==> src/sfw_pkg.sv <==
// Package for the software fault watchdog: register map, field layout, timing constants.
// Assumes a 250 MHz system clock and three AHB-Lite slave register words.
package sfw_pkg;

	// ****************************************
	// Register map
	// ****************************************
	localparam logic [7:0] SFW_CTRL_OFFSET = 8'h00;
	localparam logic [7:0] SFW_OPT_OFFSET = 8'h04;
	localparam logic [7:0] SFW_STAT_OFFSET = 8'h08;

	// ****************************************
	// Fields and reset values
	// ****************************************
	localparam int SFW_ACT_BIT = 7;
	localparam int SFW_MSB_BIT = 6;
	localparam logic [7:0] SFW_CTRL_RESET = 8'h7f;
	localparam logic [6:0] SFW_COUNT_ROLL = 7'h40;
	localparam int SFW_OPT_HW_BIT = 0;
	localparam int SFW_OPT_HALT_BIT = 1;
	localparam logic [1:0] SFW_OPT_RESET = 2'h0;

	// ****************************************
	// Timing
	// ****************************************
	localparam int SFW_PRESCALE = 16000;
	localparam int SFW_CLK_MHZ = 250;
	localparam int SFW_RST_PULSE_NS = 30000;
	localparam int SFW_RST_CYCLES = (SFW_RST_PULSE_NS * SFW_CLK_MHZ) / 1000;

	// ****************************************
	// Bus carrier
	// ****************************************
	typedef struct packed {
		logic sel;
		logic write;
		logic [7:0] addr;
	} sfw_req_t;

endpackage

==> src/sfw_watchdog.sv <==
// Software fault watchdog: prescaled 7-bit downcounter with an AHB-Lite register slave.
// Assumes the system resets this block through hresetn, and that halt_req pulses
// for one cycle when the CPU executes a halt instruction.
//
// Implementation choices: register access over AHB-Lite and the address map.
`timescale 1ns/1ps
module sfw_watchdog
	import sfw_pkg::*;
#(
	parameter int PRESCALE = SFW_PRESCALE,
	parameter int RST_CYCLES = SFW_RST_CYCLES
) (
	input wire logic hclk,
	input wire logic hresetn,
	input wire logic hsel,
	input wire logic [31:0] haddr,
	input wire logic [1:0] htrans,
	input wire logic hwrite,
	input wire logic [2:0] hsize,
	input wire logic [31:0] hwdata,
	input wire logic hready,
	output logic [31:0] hrdata,
	output logic hreadyout,
	output logic hresp,
	input wire logic halt_req,
	output logic halt_grant,
	output logic device_reset_n
);
	initial begin
		if (PRESCALE < 2) $error("PRESCALE must be at least two");
	end

	// ****************************************
	// AHB-Lite address phase capture
	// ****************************************
	sfw_req_t req_q;
	logic [31:0] hrdata_q;

	always_ff @(posedge hclk or negedge hresetn) begin
		if (!hresetn) begin
			req_q <= '0;
		end else if (hready) begin
			req_q.sel <= hsel && htrans[1];
			req_q.write <= hwrite;
			req_q.addr <= haddr[7:0];
		end
	end

	// Zero wait states; every access answers OKAY, unmapped reads return zero
	assign hreadyout = 1'b1;
	assign hresp = 1'b0;
	assign hrdata = hrdata_q;

	logic wr_ctrl;
	logic wr_opt;
	assign wr_ctrl = req_q.sel && req_q.write && (req_q.addr == SFW_CTRL_OFFSET);
	assign wr_opt = req_q.sel && req_q.write && (req_q.addr == SFW_OPT_OFFSET);

	// ****************************************
	// Prescaler
	// ****************************************
	logic [$clog2(PRESCALE)-1:0] pre_q;
	logic tick;
	assign tick = (pre_q == ($clog2(PRESCALE))'(PRESCALE - 1));

	// Free running; never touched by register writes
	always_ff @(posedge hclk or negedge hresetn) begin
		if (!hresetn) begin
			pre_q <= '0;
		end else if (tick) begin
			pre_q <= '0;
		end else begin
			pre_q <= pre_q + 1'b1;
		end
	end

	// ****************************************
	// Options and activation
	// ****************************************
	logic hw_mode_q;
	logic halt_noreset_q;
	logic act_q;
	logic active;

	// Option bits model the option byte: writable until the first write locks them
	logic opt_lock_q;
	always_ff @(posedge hclk or negedge hresetn) begin
		if (!hresetn) begin
			hw_mode_q <= SFW_OPT_RESET[SFW_OPT_HW_BIT];
			halt_noreset_q <= SFW_OPT_RESET[SFW_OPT_HALT_BIT];
			opt_lock_q <= 1'b0;
		end else if (wr_opt && !opt_lock_q) begin
			hw_mode_q <= hwdata[SFW_OPT_HW_BIT];
			halt_noreset_q <= hwdata[SFW_OPT_HALT_BIT];
			opt_lock_q <= 1'b1;
		end
	end

	always_ff @(posedge hclk or negedge hresetn) begin
		if (!hresetn) begin
			act_q <= SFW_CTRL_RESET[SFW_ACT_BIT];
		end else if (wr_ctrl && hwdata[SFW_ACT_BIT]) begin
			act_q <= 1'b1;
		end
	end

	assign active = act_q || hw_mode_q;

	// ****************************************
	// Downcounter
	// ****************************************
	logic [6:0] count_q;
	always_ff @(posedge hclk or negedge hresetn) begin
		if (!hresetn) begin
			count_q <= SFW_CTRL_RESET[6:0];
		end else if (wr_ctrl) begin
			count_q <= hwdata[6:0];
		end else if (tick) begin
			count_q <= count_q - 1'b1;
		end
	end

	// ****************************************
	// Reset triggers
	// ****************************************
	logic roll;
	logic soft_rst;
	logic halt_rst;
	logic fire;
	assign roll = tick && !wr_ctrl && (count_q == SFW_COUNT_ROLL);
	// New activation counts as well, so a write of 10xxxxxx fires even while inactive
	assign soft_rst = wr_ctrl && !hwdata[SFW_MSB_BIT] && (hwdata[SFW_ACT_BIT] || active);
	assign halt_rst = halt_req && active && !halt_noreset_q;
	assign fire = (roll && active) || soft_rst || halt_rst;

	// Halt proceeds only when it will not reset the device
	assign halt_grant = halt_req && !halt_rst;

	logic pulse_active;
	sfw_pulse_gen #(
		.CYCLES(RST_CYCLES)
	) u_pulse (
		.hclk(hclk),
		.hresetn(hresetn),
		.trigger(fire),
		.active(pulse_active)
	);

	assign device_reset_n = !pulse_active;

	// ****************************************
	// Read data
	// ****************************************
	always_ff @(posedge hclk or negedge hresetn) begin
		if (!hresetn) begin
			hrdata_q <= '0;
		end else if (hready && hsel && htrans[1] && !hwrite) begin
			unique case (haddr[7:0])
				SFW_CTRL_OFFSET: hrdata_q <= {24'h000000, act_q, count_q};
				SFW_OPT_OFFSET: hrdata_q <= {29'h00000000, opt_lock_q, halt_noreset_q, hw_mode_q};
				SFW_STAT_OFFSET: hrdata_q <= {30'h00000000, pulse_active, active};
				default: hrdata_q <= 32'h00000000;
			endcase
		end
	end
endmodule // sfw_watchdog

==> src/sfw_pulse_gen.sv <==
// Reset pulse stretcher: holds an output for a fixed number of cycles after a trigger.
// Assumes a one-cycle trigger in the hclk domain.
`timescale 1ns/1ps
module sfw_pulse_gen #(
	parameter int CYCLES = 7500
) (
	input wire logic hclk,
	input wire logic hresetn,
	input wire logic trigger,
	output logic active
);
	initial begin
		if (CYCLES < 1) $error("CYCLES must be at least one");
	end

	logic [$clog2(CYCLES+1)-1:0] cnt_q;

	always_ff @(posedge hclk or negedge hresetn) begin
		if (!hresetn) begin
			cnt_q <= '0;
		end else if (trigger) begin
			cnt_q <= ($clog2(CYCLES+1))'(CYCLES);
		end else if (cnt_q != '0) begin
			cnt_q <= cnt_q - 1'b1;
		end
	end

	always_ff @(posedge hclk or negedge hresetn) begin
		if (!hresetn) begin
			active <= 1'b0;
		end else begin
			active <= trigger || (cnt_q > 1);
		end
	end
endmodule // sfw_pulse_gen

==> config.mk <==
export PLATFORM = sky130hd
export DESIGN_NAME = sfw_watchdog
export DESIGN_NICKNAME = d
export VERILOG_FILES = /design/src/sfw_pkg.sv /design/src/sfw_watchdog.sv /design/src/sfw_pulse_gen.sv
export SDC_FILE = /design/constraint.sdc
export NUM_CORES = 1
export LEC_CHECK = 0
export CORE_MARGIN = 3
export CORE_UTILIZATION = 25
export CTS_CLUSTER_DIAMETER = 50
export CTS_CLUSTER_SIZE = 40
export DETAILED_ROUTE_END_ITERATION = 7
export DONT_BUFFER_PORTS = 1
export PLACE_DENSITY = 0.39
export SLEW_MARGIN = 5
export SYNTH_ARGS = -nofsm -noshare
export SYNTH_HDL_FRONTEND = slang
export SYNTH_SLANG_ARGS = --single-unit
==> constraint.sdc <==
create_clock -name hclk -period 2 [get_ports hclk]
set_input_delay 0.4 -clock hclk [delete_from_list [all_inputs] [get_ports hclk]]
set_output_delay 0.4 -clock hclk [all_outputs]
set_load 0.05 [all_outputs]
### Yosys cells after proc, flatten, opt, wreduce, memory -nomap -nowiden

Index checks and enable logic that the tools add are counted.

| storage, ports and cells | value |
|---|---|
| logic and storage cells | 61 |
| output and inout port bits | 36 |
| input bits | 75 |
| register bits after elaboration | 81 |

| cells by class | value |
|---|---|
| magnitude comparators | 1 |
| equality and inequality tests | 5 |
| reduce and logical (&&, ||, !) cells | 34 |
| mux-type cells | 6 |
| add/sub/neg operators | 3 |

Operators by type and width:

| kind | number |
|---|---|
| two-way mux 13 bit | 2 |
| case mux 8 bit (3 select lines) | 1 |
| logical AND 1 bit | 17 |
| == test 8 x 3 -> 1 bit, second input constant | 2 |
| zero test 8 bit | 2 |
| adder 14 x 1 -> 14 bit, second input constant | 1 |
| == test 14 bit, second input constant | 1 |
| two-way mux 14 bit | 1 |
| two-way mux 7 bit | 2 |
| greater-than comparator 13 x 1 -> 1 bit, second input constant | 1 |
| nonzero test 13 bit | 1 |
| subtractor 13 x 1 -> 13 bit, second input constant | 1 |
| == test 8 x 4 -> 1 bit, second input constant | 1 |
| == test 7 bit, second input constant | 1 |
| zero test 1 bit | 7 |
| subtractor 7 x 1 -> 7 bit, second input constant | 1 |
| logical OR 1 bit | 5 |
| nonzero test 2 bit | 2 |

### Logic depth before layout (Yosys ltp)

Gate-level depths: netlist of the first run.

| logic depth | value |
|---|---|
| depth in word-level cells | 9 |
| mapped depth | 8 |
| gate-level depth less buffers | 7 |

### Hierarchy

From an unflattened synthesis of the first run, not the netlist that was laid out.

| second synthesis, totals | value |
|---|---|
| cells, all modules | 295 |
| area, all modules | 3020.4 µm² |

By module, submodules not included:

| module | area each (µm²) | seq. area each (µm²) | cells each | times used |
|---|---|---|---|---|
| sfw_watchdog | 2238.4 | 1084.8 | 218 | 1 |
| sfw_pulse_gen | 782.0 | 350.3 | 77 | 1 |

### Worst setup path after synthesis of the first run

Ideal clock, no wire load.

| path | value |
|---|---|
| path type | reg-to-reg |
| start | register req_q[5] in the netlist's numbering |
| end | register halt_noreset_q |
| required time | 1.875 ns |
| library setup time | 0.125 ns |
| path slack | 0.167 ns |
| clock period less this slack | 1.833 ns |
| stages on the path, launching flop included | 6 |
| path buffers | 0 |
| arrival time | 1.709 ns |
| path through | dfrtp_1 -> nor4_2 -> nand2_1 -> or4_1 -> nor2_1 -> mux2_2 |

| on the way | value |
|---|---|
| longest elaborated chain between the ends | 3 |

Ends and longest elaborated chain:

| element | line | RTL |
|---|---|---|
| from (decl) | sfw_watchdog.sv:36 | `sfw_req_t req_q;` |
| == test 8 x 3 -> 1 bit | sfw_watchdog.sv:57 | `assign wr_opt = req_q.sel && req_q.write && (req_q.addr == SFW_OPT_OFFSET);` |
| logical AND 1 bit | sfw_watchdog.sv:57 |  |
| logical AND 1 bit | sfw_watchdog.sv:92 | `end else if (wr_opt && !opt_lock_q) begin` |
| to (signal assigned) | sfw_watchdog.sv:90 | `halt_noreset_q <= SFW_OPT_RESET[SFW_OPT_HALT_BIT];` |
| to (signal assigned) | sfw_watchdog.sv:94 | `halt_noreset_q <= hwdata[SFW_OPT_HALT_BIT];` |
| to (decl) | sfw_watchdog.sv:81 | `logic halt_noreset_q;` |

No other way between the ends.
A chain may end at the register's enable or synchronous reset.

### Worst setup path after layout of the first run

Ends and elaborated chain as after synthesis.

==> flow_metrics.py, run 1 <==
metrics = {
    "worst_setup_path": {
        "critical_path_class": "flop to flop",
        "endpoint_kind": "flop",
        "reg2reg_depth": 5,
        "worst-endpoint-required_ns": 2.21,
        "startpoint_type": "flop",
        "worst_ep_arrival_time_ns": 2.10,
        "cp_max_fo": 2,
        "r2r_start": "req_q[5]$_DFFE_PN0P_",
        "r2r_slack_ns": 0.11,
        "worstReg2RegEnd": "halt_noreset_q$_DFFE_PN0P_",
    },
    "synthesis": {
        "synthCells": 292,
        "async_flop_share_pct": 100,
        "synth_ff_type": "dfrtp_1",
        "syn-cell-area_mm2": 0.00298,
        "ys_seq_area_share_pct": 48.1,
        "synth-edff-count": 0,
        "synth_cell_types": 48,
        "ys_warn_count": 0,
        "synth-seq-cells": 57,
        "synth.avg_cell_area_um2": 10.2,
    },
    "floorplanning": {
        "num_rows": 39,
        "coreArea_mm2": 0.0115,
        "dieArea_mm2": 0.0133,
        "die_h_um": 115,
        "io-pin-count": 111,
        "die_width_um": 115,
        "start_util_pct": 25.9,
    },
    "detailed_routing": {
        "drc": 0,
        "drt_iter0_markers": 134,
        "ant_nets": 0,
        "post_drt_via_cell_ratio": 4.50,
        "routed_wl_um": 6210,
        "first_pass_iters": 4,
        "wire_per_inst_um": 13.4,
        "vias": 2091,
    },
    "hold_path": {
        "min_from": "hready",
        "hold_path.class": "primary input to flop",
        "holdPathStages": 1,
        "hold_end": "req_q[9]$_DFFE_PN0P_",
    },
    "place": {
        "hpwl_um": 4370,
        "dp_slack_ns": 0.00355,
        "port-buffer-count": 0,
        "gp_congestion": 0.744,
    },
    "clocking": {
        "insertion_delay_ns": 0.33,
        "clock-root-buffer": "clkbuf_16",
        "path_clk_slew_ns": 0.05,
        "cts_tree": "built",
        "cts_buffers": 9,
        "cts-htree-levels": 3,
        "cts_buffer_depth": 2,
        "clkSinkCount": 57,
    },
    "final_layout": {
        "final_common_cell": "dfrtp_1",
        "syn_to_final_growth_pct": 20.8,
        "fill_cells": 1185,
        "layout_common_cells": "50 x dfrtp_1, 28 x nor2_1, 26 x conb_1, 24 x nand2_1, 18 x buf_4",
        "multi_input_area_mm2": 0.00140,
        "finalNetCount": 398,
        "n_antenna_cell": 0,
        "drive_gt1_share_pct": 19.3,
        "area.sequential_mm2": 0.00144,
    },
    "timing": {
        "rsz0062_at_grt": "false",
        "slew_violations": 0,
        "tns_ns": 0,
        "setup_viol": 0,
        "hold_violations": 0,
        "period_share_pct": 94.5,
        "min_period_ns": 1.89,
        "tightestPinTransition_ns": 0.500,
        "hold_slack_ns": 0.174,
        "fin_skew_ns": 0.00475,
        "max_freq_mhz": 529,
        "finalWorstSetupSlack_ns": 0.110,
        "slew_headroom_pct": 66.3,
    },
    "power_and_ir_drop": {
        "p_leak_nw": 1.57,
        "peakVddDrop_v": 0.000468,
        "power_density_mw_per_mm2": 1040,
        "p_total_mw": 3.74,
    },
    "grt": {
        "grt_max_degree": 58,
        "antenna_found_initial": 0,
        "grt_pass1_wl_um": 10100,
        "first_global_vias": 2008,
        "grt-ovfl-total": 0,
        "grt.total_usage_pct": 9.93,
    },
    "flow_run": {
        "maxCapViolCount": 0,
    },
    "run_status": {
        "status": "completed",
    },
}
[sequential cells by signal, indices dropped and copies added, names as in the netlist]
register / flops
halt_noreset_q: 1
u_pulse.active: 1
hrdata: 8
act_q: 1
u_pulse.cnt_q: 13
opt_lock_q: 1
req_q: 10
hw_mode_q: 1
pre_q: 14
count_q: 7
[kinds of logic after synthesis]
group / share of synthesized area (%)
xor+xnor: 6.46
flops: 48.1
buf+inv: 8.48
mux: 5.12
other cells: 0.252
compound gates: 8.69
fa+ha+maj: 2.52
simple gates: 20.4
[metal layers]
layer | GRT usage (%) | vias to the layer above | wire length [um]
met2 | 14.2 | 48 | 2870
met1 | 13.3 | 1013 | 2920
met4 | 4.07 | 0 | 127
met5 | 0 | - | 0
met3 | 4.11 | 10 | 295
li1 | - | 1020 | -
[cells in the mapped netlist, drive strengths merged (2+ instances only)]
cell / number / area [um^2]
nor3b: 2 / 15.0
conb: 2 / 7.51
nand4: 6 / 37.5
nor3: 8 / 40.0
mux2i: 4 / 40.0
nand2: 25 / 96.4
nand2b: 5 / 31.3
dfrtp: 50 / 1250
a21oi: 5 / 25.0
o31ai: 3 / 36.3
clkbuf: 4 / 15.0
buf: 28 / 204
or3: 3 / 18.8
o21ai: 10 / 50.1
dfstp: 7 / 184
ha: 6 / 75.1
xnor2: 8 / 70.1
nor2: 29 / 109
nand3: 14 / 80.1
or4: 2 / 15.0
nor4: 8 / 71.3
o41ai: 2 / 17.5
a22o: 6 / 52.6
and3: 2 / 12.5
inv: 9 / 33.8
o211ai: 4 / 30.0
xor2: 14 / 123
mux2: 10 / 113
nand4b: 2 / 17.5
nor2b: 3 / 18.8
[through the flow]
step           area (um^2)  util (%)  instances
2_1_floorplan         3070         -        316
3_3_place_gp          3160      27.5        443
3_5_place_dp          3160      27.5        443
4_1_cts               3560      30.9        461
5_1_grt               3600      31.3        465
6_report              3600      31.3        465
[power breakdown]
part / switching (mW) / internal, mW
Clock: 0.530 / 1.25
Sequential: 0.152 / 1.31
Combinational: 0.299 / 0.200
Total: 0.982 / 2.75
[repair_timing]
action,in CTS,in global routing
pin swaps,0,2
hold buffers,2,0
resized for setup,1,4
setup buffers,0,4
endpoints found under the setup margin,2,7
hold endpoints to repair,57,0
[critical path, stage by stage (launching register included)]
cell and delay (ns):
dfrtp_1 0.40, nor4_4 0.32, nand2_1 0.08, or4_4 0.49, nor2_2 0.13, mux2_2 0.34
[worst max-delay path by stage]
stage	startpoint	cells after the start	end
after detailed placement	req_q[5]$_DFFE_PN0P_	5	halt_noreset_q$_DFFE_PN0P_
final	req_q[5]$_DFFE_PN0P_	5	halt_noreset_q$_DFFE_PN0P_
after global placement	req_q[5]$_DFFE_PN0P_	5	halt_noreset_q$_DFFE_PN0P_
after CTS	pre_q[0]$_DFF_PN0_	7	count_q[6]$_DFFE_PN1P_
after global routing	u_pulse.cnt_q[0]$_DFFE_PN0P_	7	u_pulse.cnt_q[10]$_DFFE_PN0P_
after floorplan	req_q[5]$_DFFE_PN0P_	5	halt_noreset_q$_DFFE_PN0P_
[cell type report]
class	count	share of cell area, %
sequential	57	39.9
multi-input combinational	218	39.0
clock buffer	11	6.74
timing repair buffer	22	5.66
tap	143	4.97
clock inverter	5	2.85
inverter	9	0.938
Note: power is estimated with default switching activity, not from simulation.
==> run 2, diff against run 1 <==
GPL_ROUTABILITY_DRIVEN = 0   (was unset)
PLACE_DENSITY = 0.37   (was 0.39)
clock period = 2.2 ns   (was 2 ns; I/O delays follow)
==> run 2 against run 1 <==
Net effect: critical path depth unchanged; utilization down 1.3 points; sequential cell count unchanged; clock power down 15%; highest routed layer unchanged; register-to-register slack better by 0.08 ns; largest power group unchanged.
==> flow_metrics.py, run 2 (synthesis results as in run 1) <==
metrics = {
    "clocking": {
        "insertion_delay_ns": 0.33,
        "cts_tree": "built",
        "cts_resized": 0,
        "path_clk_slew_ns": 0.05,
        "cts-htree-levels": 3,
        "cts_buffers": 9,
        "clkSinkCount": 57,
        "cts_buffer_depth": 2,
        "clock-root-buffer": "clkbuf_16",
    },
    "final_layout": {
        "multi_input_area_mm2": 0.00138,
        "layout_common_cells": "50 x dfrtp_1, 29 x nor2_1, 26 x conb_1, 24 x nand2_1, 14 x xor2_1",
        "fin_area_mm2": 0.00345,
        "finalNetCount": 386,
        "area.sequential_mm2": 0.00144,
        "final_common_cell": "dfrtp_1",
        "top_register": "pre_q",
        "syn_to_final_growth_pct": 15.7,
        "largest_reg_flops": 14,
        "n_antenna_cell": 0,
        "top_regs": "pre_q (14), u_pulse.cnt_q (13), req_q (10)",
        "fill_cells": 1186,
        "drive_gt1_share_pct": 15.2,
    },
    "floorplanning": {
        "dieArea_mm2": 0.0133,
        "io-pin-count": 111,
        "die_width_um": 115,
        "die_h_um": 115,
        "start_util_pct": 25.9,
        "num_rows": 39,
        "coreArea_mm2": 0.0115,
    },
    "power_and_ir_drop": {
        "peakVddDrop_v": 0.000321,
        "p_leak_nw": 1.50,
        "p_total_mw": 3.27,
        "power_density_mw_per_mm2": 947,
    },
    "worst_setup_path": {
        "cp_num_buf_inv": 0,
        "startpoint": "req_q[5]$_DFFE_PN0P_",
        "worst-endpoint-required_ns": 2.41,
        "critical_path_class": "flop to flop",
        "r2r_start": "req_q[5]$_DFFE_PN0P_",
        "critPathCapture": "halt_noreset_q$_DFFE_PN0P_",
        "r2r_slack_ns": 0.19,
        "worst_ep_arrival_time_ns": 2.22,
        "worstReg2RegEnd": "halt_noreset_q$_DFFE_PN0P_",
        "critPathSlowestCell": "or4_1",
        "cp_max_fo": 3,
        "crit_chain": "nor4_2 > nand2_1 > or4_1 > nor2_1 > mux2_2",
        "cp.depth": 5,
        "startpoint_type": "flop",
        "reg2reg_depth": 5,
        "critical_path.top_delay_family": "simple AND/OR/NAND/NOR gates",
        "cpPeakStageDelay_ns": 0.50,
        "endpoint_kind": "flop",
    },
    "grt": {
        "antenna_found_initial": 0,
        "grt_max_degree": 58,
        "grtUsageMet3_pct": 4.26,
        "busiest_layer": "met2",
        "first_global_vias": 2049,
        "grt_use_met2_pct": 14.8,
        "grt_pass1_wl_um": 10500,
        "grt.total_usage_pct": 10.3,
        "grtUsageMet1_pct": 13.7,
        "grt-ovfl-total": 0,
    },
    "detailed_routing": {
        "drc": 0,
        "routed_wl_um": 6350,
        "post_drt_via_cell_ratio": 4.46,
        "vias": 2021,
        "ant_nets": 0,
        "drt_iter0_markers": 60,
        "wire_per_inst_um": 14.0,
        "first_pass_iters": 4,
    },
    "timing": {
        "hold_slack_ns": 0.195,
        "max_freq_mhz": 499,
        "hold_violations": 0,
        "setup_viol": 0,
        "min_period_ns": 2.01,
        "rsz0062_at_grt": "false",
        "fin_skew_ns": 0.00702,
        "tns_ns": 0,
        "slew_violations": 0,
        "period_share_pct": 91.1,
    },
    "run_status": {
        "status": "completed",
    },
    "place": {
        "hpwl_um": 4380,
        "postPlaceCellArea_mm2": 0.00309,
        "port-buffer-count": 0,
    },
    "flow_run": {
        "maxCapViolCount": 0,
    },
    "hold_path": {
        "hold_path.class": "primary input to flop",
        "holdPathStages": 2,
    },
}
[run 2: cell type report]
| type | count | area share [%] |
|---|---|---|
| Multi-Input combinational cell | 218 | 40.1 |
| Clock buffer | 11 | 7.03 |
| Inverter | 9 | 0.979 |
| Tap cell | 143 | 5.18 |
| Clock inverter | 5 | 2.28 |
| Sequential cell | 57 | 41.6 |
| Timing Repair Buffer | 10 | 2.83 |
[run 2: routing by layer]
layer,wire length [um],share of wire [%],up-vias
li1,-,-,996
met1,3120,49,973
met2,2830,45,45
met3,330,5.2,7
met4,70,1.1,0
met5,0,0,-
[run 2: report_power, final]
part	internal (mW)	leakage, nW	switching [mW]
Sequential	1.19	0.695	0.141
Clock	1.02	0.159	0.492
Combinational	0.164	0.641	0.263
[run 2: worst min-delay path by stage]
| stage | from | endpoint | slack (ns) |
|---|---|---|---|
| 4_1_cts | hwdata[1] | count_q[1]$_DFFE_PN1P_ | 0.19 |
| 5_1_grt | haddr[3] | hrdata[2]$_DFFE_PN0P_ | 0.19 |
| 3_5_place_dp | hresetn | hrdata[3]$_DFFE_PN0P_ | 0.15 |
| 3_3_place_gp | hresetn | hrdata[5]$_DFFE_PN0P_ | 0.15 |
| 2_1_floorplan | hresetn | act_q$_DFFE_PN0P_ | 0.14 |
| 6_report | hwdata[1] | count_q[1]$_DFFE_PN1P_ | 0.20 |
[run 2: repair_timing]
item,4_1_cts,5_1_grt
setup buffers,0,0
hold buffers,2,0
endpoints found under the hold margin,57,0
[run 2: through the flow]
| stage | utilization, % | setup slack, ns | cells |
|---|---|---|---|
| global route | 30.0 | 0.0339 | 453 |
| CTS | 30.0 | 0.171 | 453 |
| detailed placement | 26.8 | 0.188 | 435 |
| finish | 30.0 | 0.195 | 453 |
| floorplan | - | 0.367 | 316 |
| global placement | 26.8 | 0.201 | 435 |
==> run 3, diff against run 2 <==
CELL_PAD_IN_SITES_DETAIL_PLACEMENT = 2   (was unset)
CELL_PAD_IN_SITES_GLOBAL_PLACEMENT = 2   (was unset)
CTS_BUF_LIST = sky130_fd_sc_hd__clkbuf_8   (was unset)
CTS_CLUSTER_DIAMETER = 30   (was 50)
PLACE_DENSITY = 0.55   (was 0.37)
==> run 3 against run 2 <==
Net effect: routed wire length increased by 7.9%; non-clock buffer count unchanged; maximum frequency decreased by 1.2%; via count increased by 4.7%; die area unchanged; sequential share of layout area increased by 1.4 points; largest power group is now sequential cells; highest routed layer unchanged.
==> flow_metrics.py, run 3 (synthesis results as in run 1) <==
metrics = {
    "timing": {
        "setup_viol": 0,
        "rsz0062_at_grt": "false",
        "min_period_ns": 2.03,
        "slew_violations": 0,
        "tns_ns": 0,
        "period_share_pct": 92.2,
        "hold_slack_ns": 0.190,
        "hold_violations": 0,
        "tightestPinTransition_ns": 0.487,
        "slew_headroom_pct": 67.2,
        "fin_skew_ns": 0.00804,
        "max_freq_mhz": 493,
    },
    "run_status": {
        "status": "completed",
    },
    "final_layout": {
        "multi_input_area_mm2": 0.00138,
        "top_regs": "pre_q (14), u_pulse.cnt_q (13), req_q (10)",
        "area.sequential_mm2": 0.00144,
        "final_util_pct": 29.0,
        "fill_cells": 1260,
        "drive_gt1_share_pct": 14.8,
        "layout_common_cells": "50 x dfrtp_1, 29 x nor2_1, 26 x conb_1, 24 x nand2_1, 14 x xor2_1",
        "final_common_cell": "dfrtp_1",
        "top_register": "pre_q",
        "largest_reg_flops": 14,
        "n_antenna_cell": 0,
        "finalNetCount": 386,
        "layout.cells.non_filler": 453,
        "syn_to_final_growth_pct": 12.0,
    },
    "clocking": {
        "path_clk_slew_ns": 0.07,
        "cts_buffer_depth": 2,
        "insertion_delay_ns": 0.34,
        "cts_buffers": 9,
        "cts-htree-levels": 3,
        "clock-root-buffer": "clkbuf_8",
        "clkSinkCount": 57,
        "cts_tree": "built",
    },
    "grt": {
        "grt_max_degree": 58,
        "grt-ovfl-total": 0,
        "first_global_vias": 2233,
        "grt_pass1_wl_um": 11500,
        "antenna_found_initial": 0,
        "grt.total_usage_pct": 11.3,
    },
    "worst_setup_path": {
        "critPathSlowestCell": "or4_1",
        "worst_ep_arrival_time_ns": 2.24,
        "startpoint_type": "flop",
        "crit_chain": "or4_1 > nor3_1 > nor3b_1 > mux2i_1 > nand2_1",
        "endpoint_kind": "flop",
        "worst-endpoint-required_ns": 2.41,
        "cpPeakStageDelay_ns": 0.60,
        "cp_max_fo": 4,
        "critical_path_class": "flop to flop",
    },
    "floorplanning": {
        "coreArea_mm2": 0.0115,
        "dieArea_mm2": 0.0133,
        "io-pin-count": 111,
        "start_util_pct": 25.9,
        "die_h_um": 115,
        "die_width_um": 115,
        "num_rows": 39,
    },
    "hold_path": {
        "hold_path.class": "primary input to flop",
    },
    "detailed_routing": {
        "wire_per_inst_um": 15.1,
        "drc": 0,
        "post_drt_via_cell_ratio": 4.67,
        "ant_nets": 0,
        "vias": 2116,
        "drt_iter0_markers": 42,
        "routed_wl_um": 6860,
        "first_pass_iters": 4,
    },
    "flow_run": {
        "maxCapViolCount": 0,
    },
    "place": {
        "dp.cells": 435,
        "port-buffer-count": 0,
        "hpwl_um": 5000,
    },
    "power_and_ir_drop": {
        "p_leak_nw": 1.45,
        "power_density_mw_per_mm2": 829,
        "peakVddDrop_v": 0.000272,
        "p_total_mw": 2.77,
    },
}
-- run 3: changes by cell type in the layout (fill, tap and decap cells not counted), sizes merged --
cell    before  now
inv          9   11
bufinv       2    1
clkinv       3    2
-- run 3: area by class of cell --
| type | instances | share of cell area [%] |
|---|---|---|
| Multi-Input combinational cell | 218 | 41.4 |
| Timing Repair Buffer | 10 | 3.30 |
| Tap cell | 143 | 5.36 |
| Sequential cell | 57 | 43.0 |
| Inverter | 9 | 1.01 |
| Clock buffer | 11 | 4.53 |
| Clock inverter | 5 | 1.42 |
-- run 3: per-stage QoR --
stage / setup slack, ns / instance area [um^2]
finish: 0.171 / 3340
global route: 0.0194 / 3340
CTS: 0.150 / 3340
detailed placement: 0.173 / 3100
global placement: 0.161 / 3100
floorplan: 0.367 / 3070
-- run 3: power breakdown --
part	switching (mW)	internal [mW]	leakage, nW	total (mW)
sequential	0.141	1.18	0.695	1.33
combinational	0.273	0.167	0.643	0.440
clock	0.431	0.573	0.112	1.00
total	0.845	1.92	1.45	2.77
-- run 3: worst max-delay path, delay by kind of cell, from the launching register on --
kind          cells  cell delay (ns)
mux               1             0.23
flops             1             0.42
simple gates      4             1.25
-- run 3: repair_timing --
item                                   CTS  global route
buffers inserted                         0             0
endpoints found under the hold margin   57             0
resized for setup                        0             0
hold buffers                             2             0
-- run 3: final timing paths --
| kind | start | to | slack [ns] | depth (start not counted) |
|---|---|---|---|---|
| hold reg to reg | pre_q[0]$_DFF_PN0_ | pre_q[0]$_DFF_PN0_ | 0.50 | 1 |
| min in group asynchronous | hresetn | hrdata[4]$_DFFE_PN0P_ | 0.62 | 2 |
| max in group asynchronous | hresetn | count_q[2]$_DFFE_PN1P_ | 1.26 | 2 |
| hold / removal | hwdata[1] | count_q[1]$_DFFE_PN1P_ | 0.19 | 2 |
| setup reg to reg | u_pulse.cnt_q[7]$_DFFE_PN0P_ | u_pulse.cnt_q[12]$_DFFE_PN0P_ | 0.17 | 5 |
| setup / recovery | u_pulse.cnt_q[7]$_DFFE_PN0P_ | u_pulse.cnt_q[12]$_DFFE_PN0P_ | 0.17 | 5 |
-- run 3: metal layers --
metal | global-route usage, % | wire (um) | part of all wire (%)
met3 | 4.11 | 296 | 4.3
met1 | 14.6 | 3240 | 47
met4 | 4.46 | 111 | 1.6
met5 | 0 | 0 | 0
met2 | 17.1 | 3200 | 47
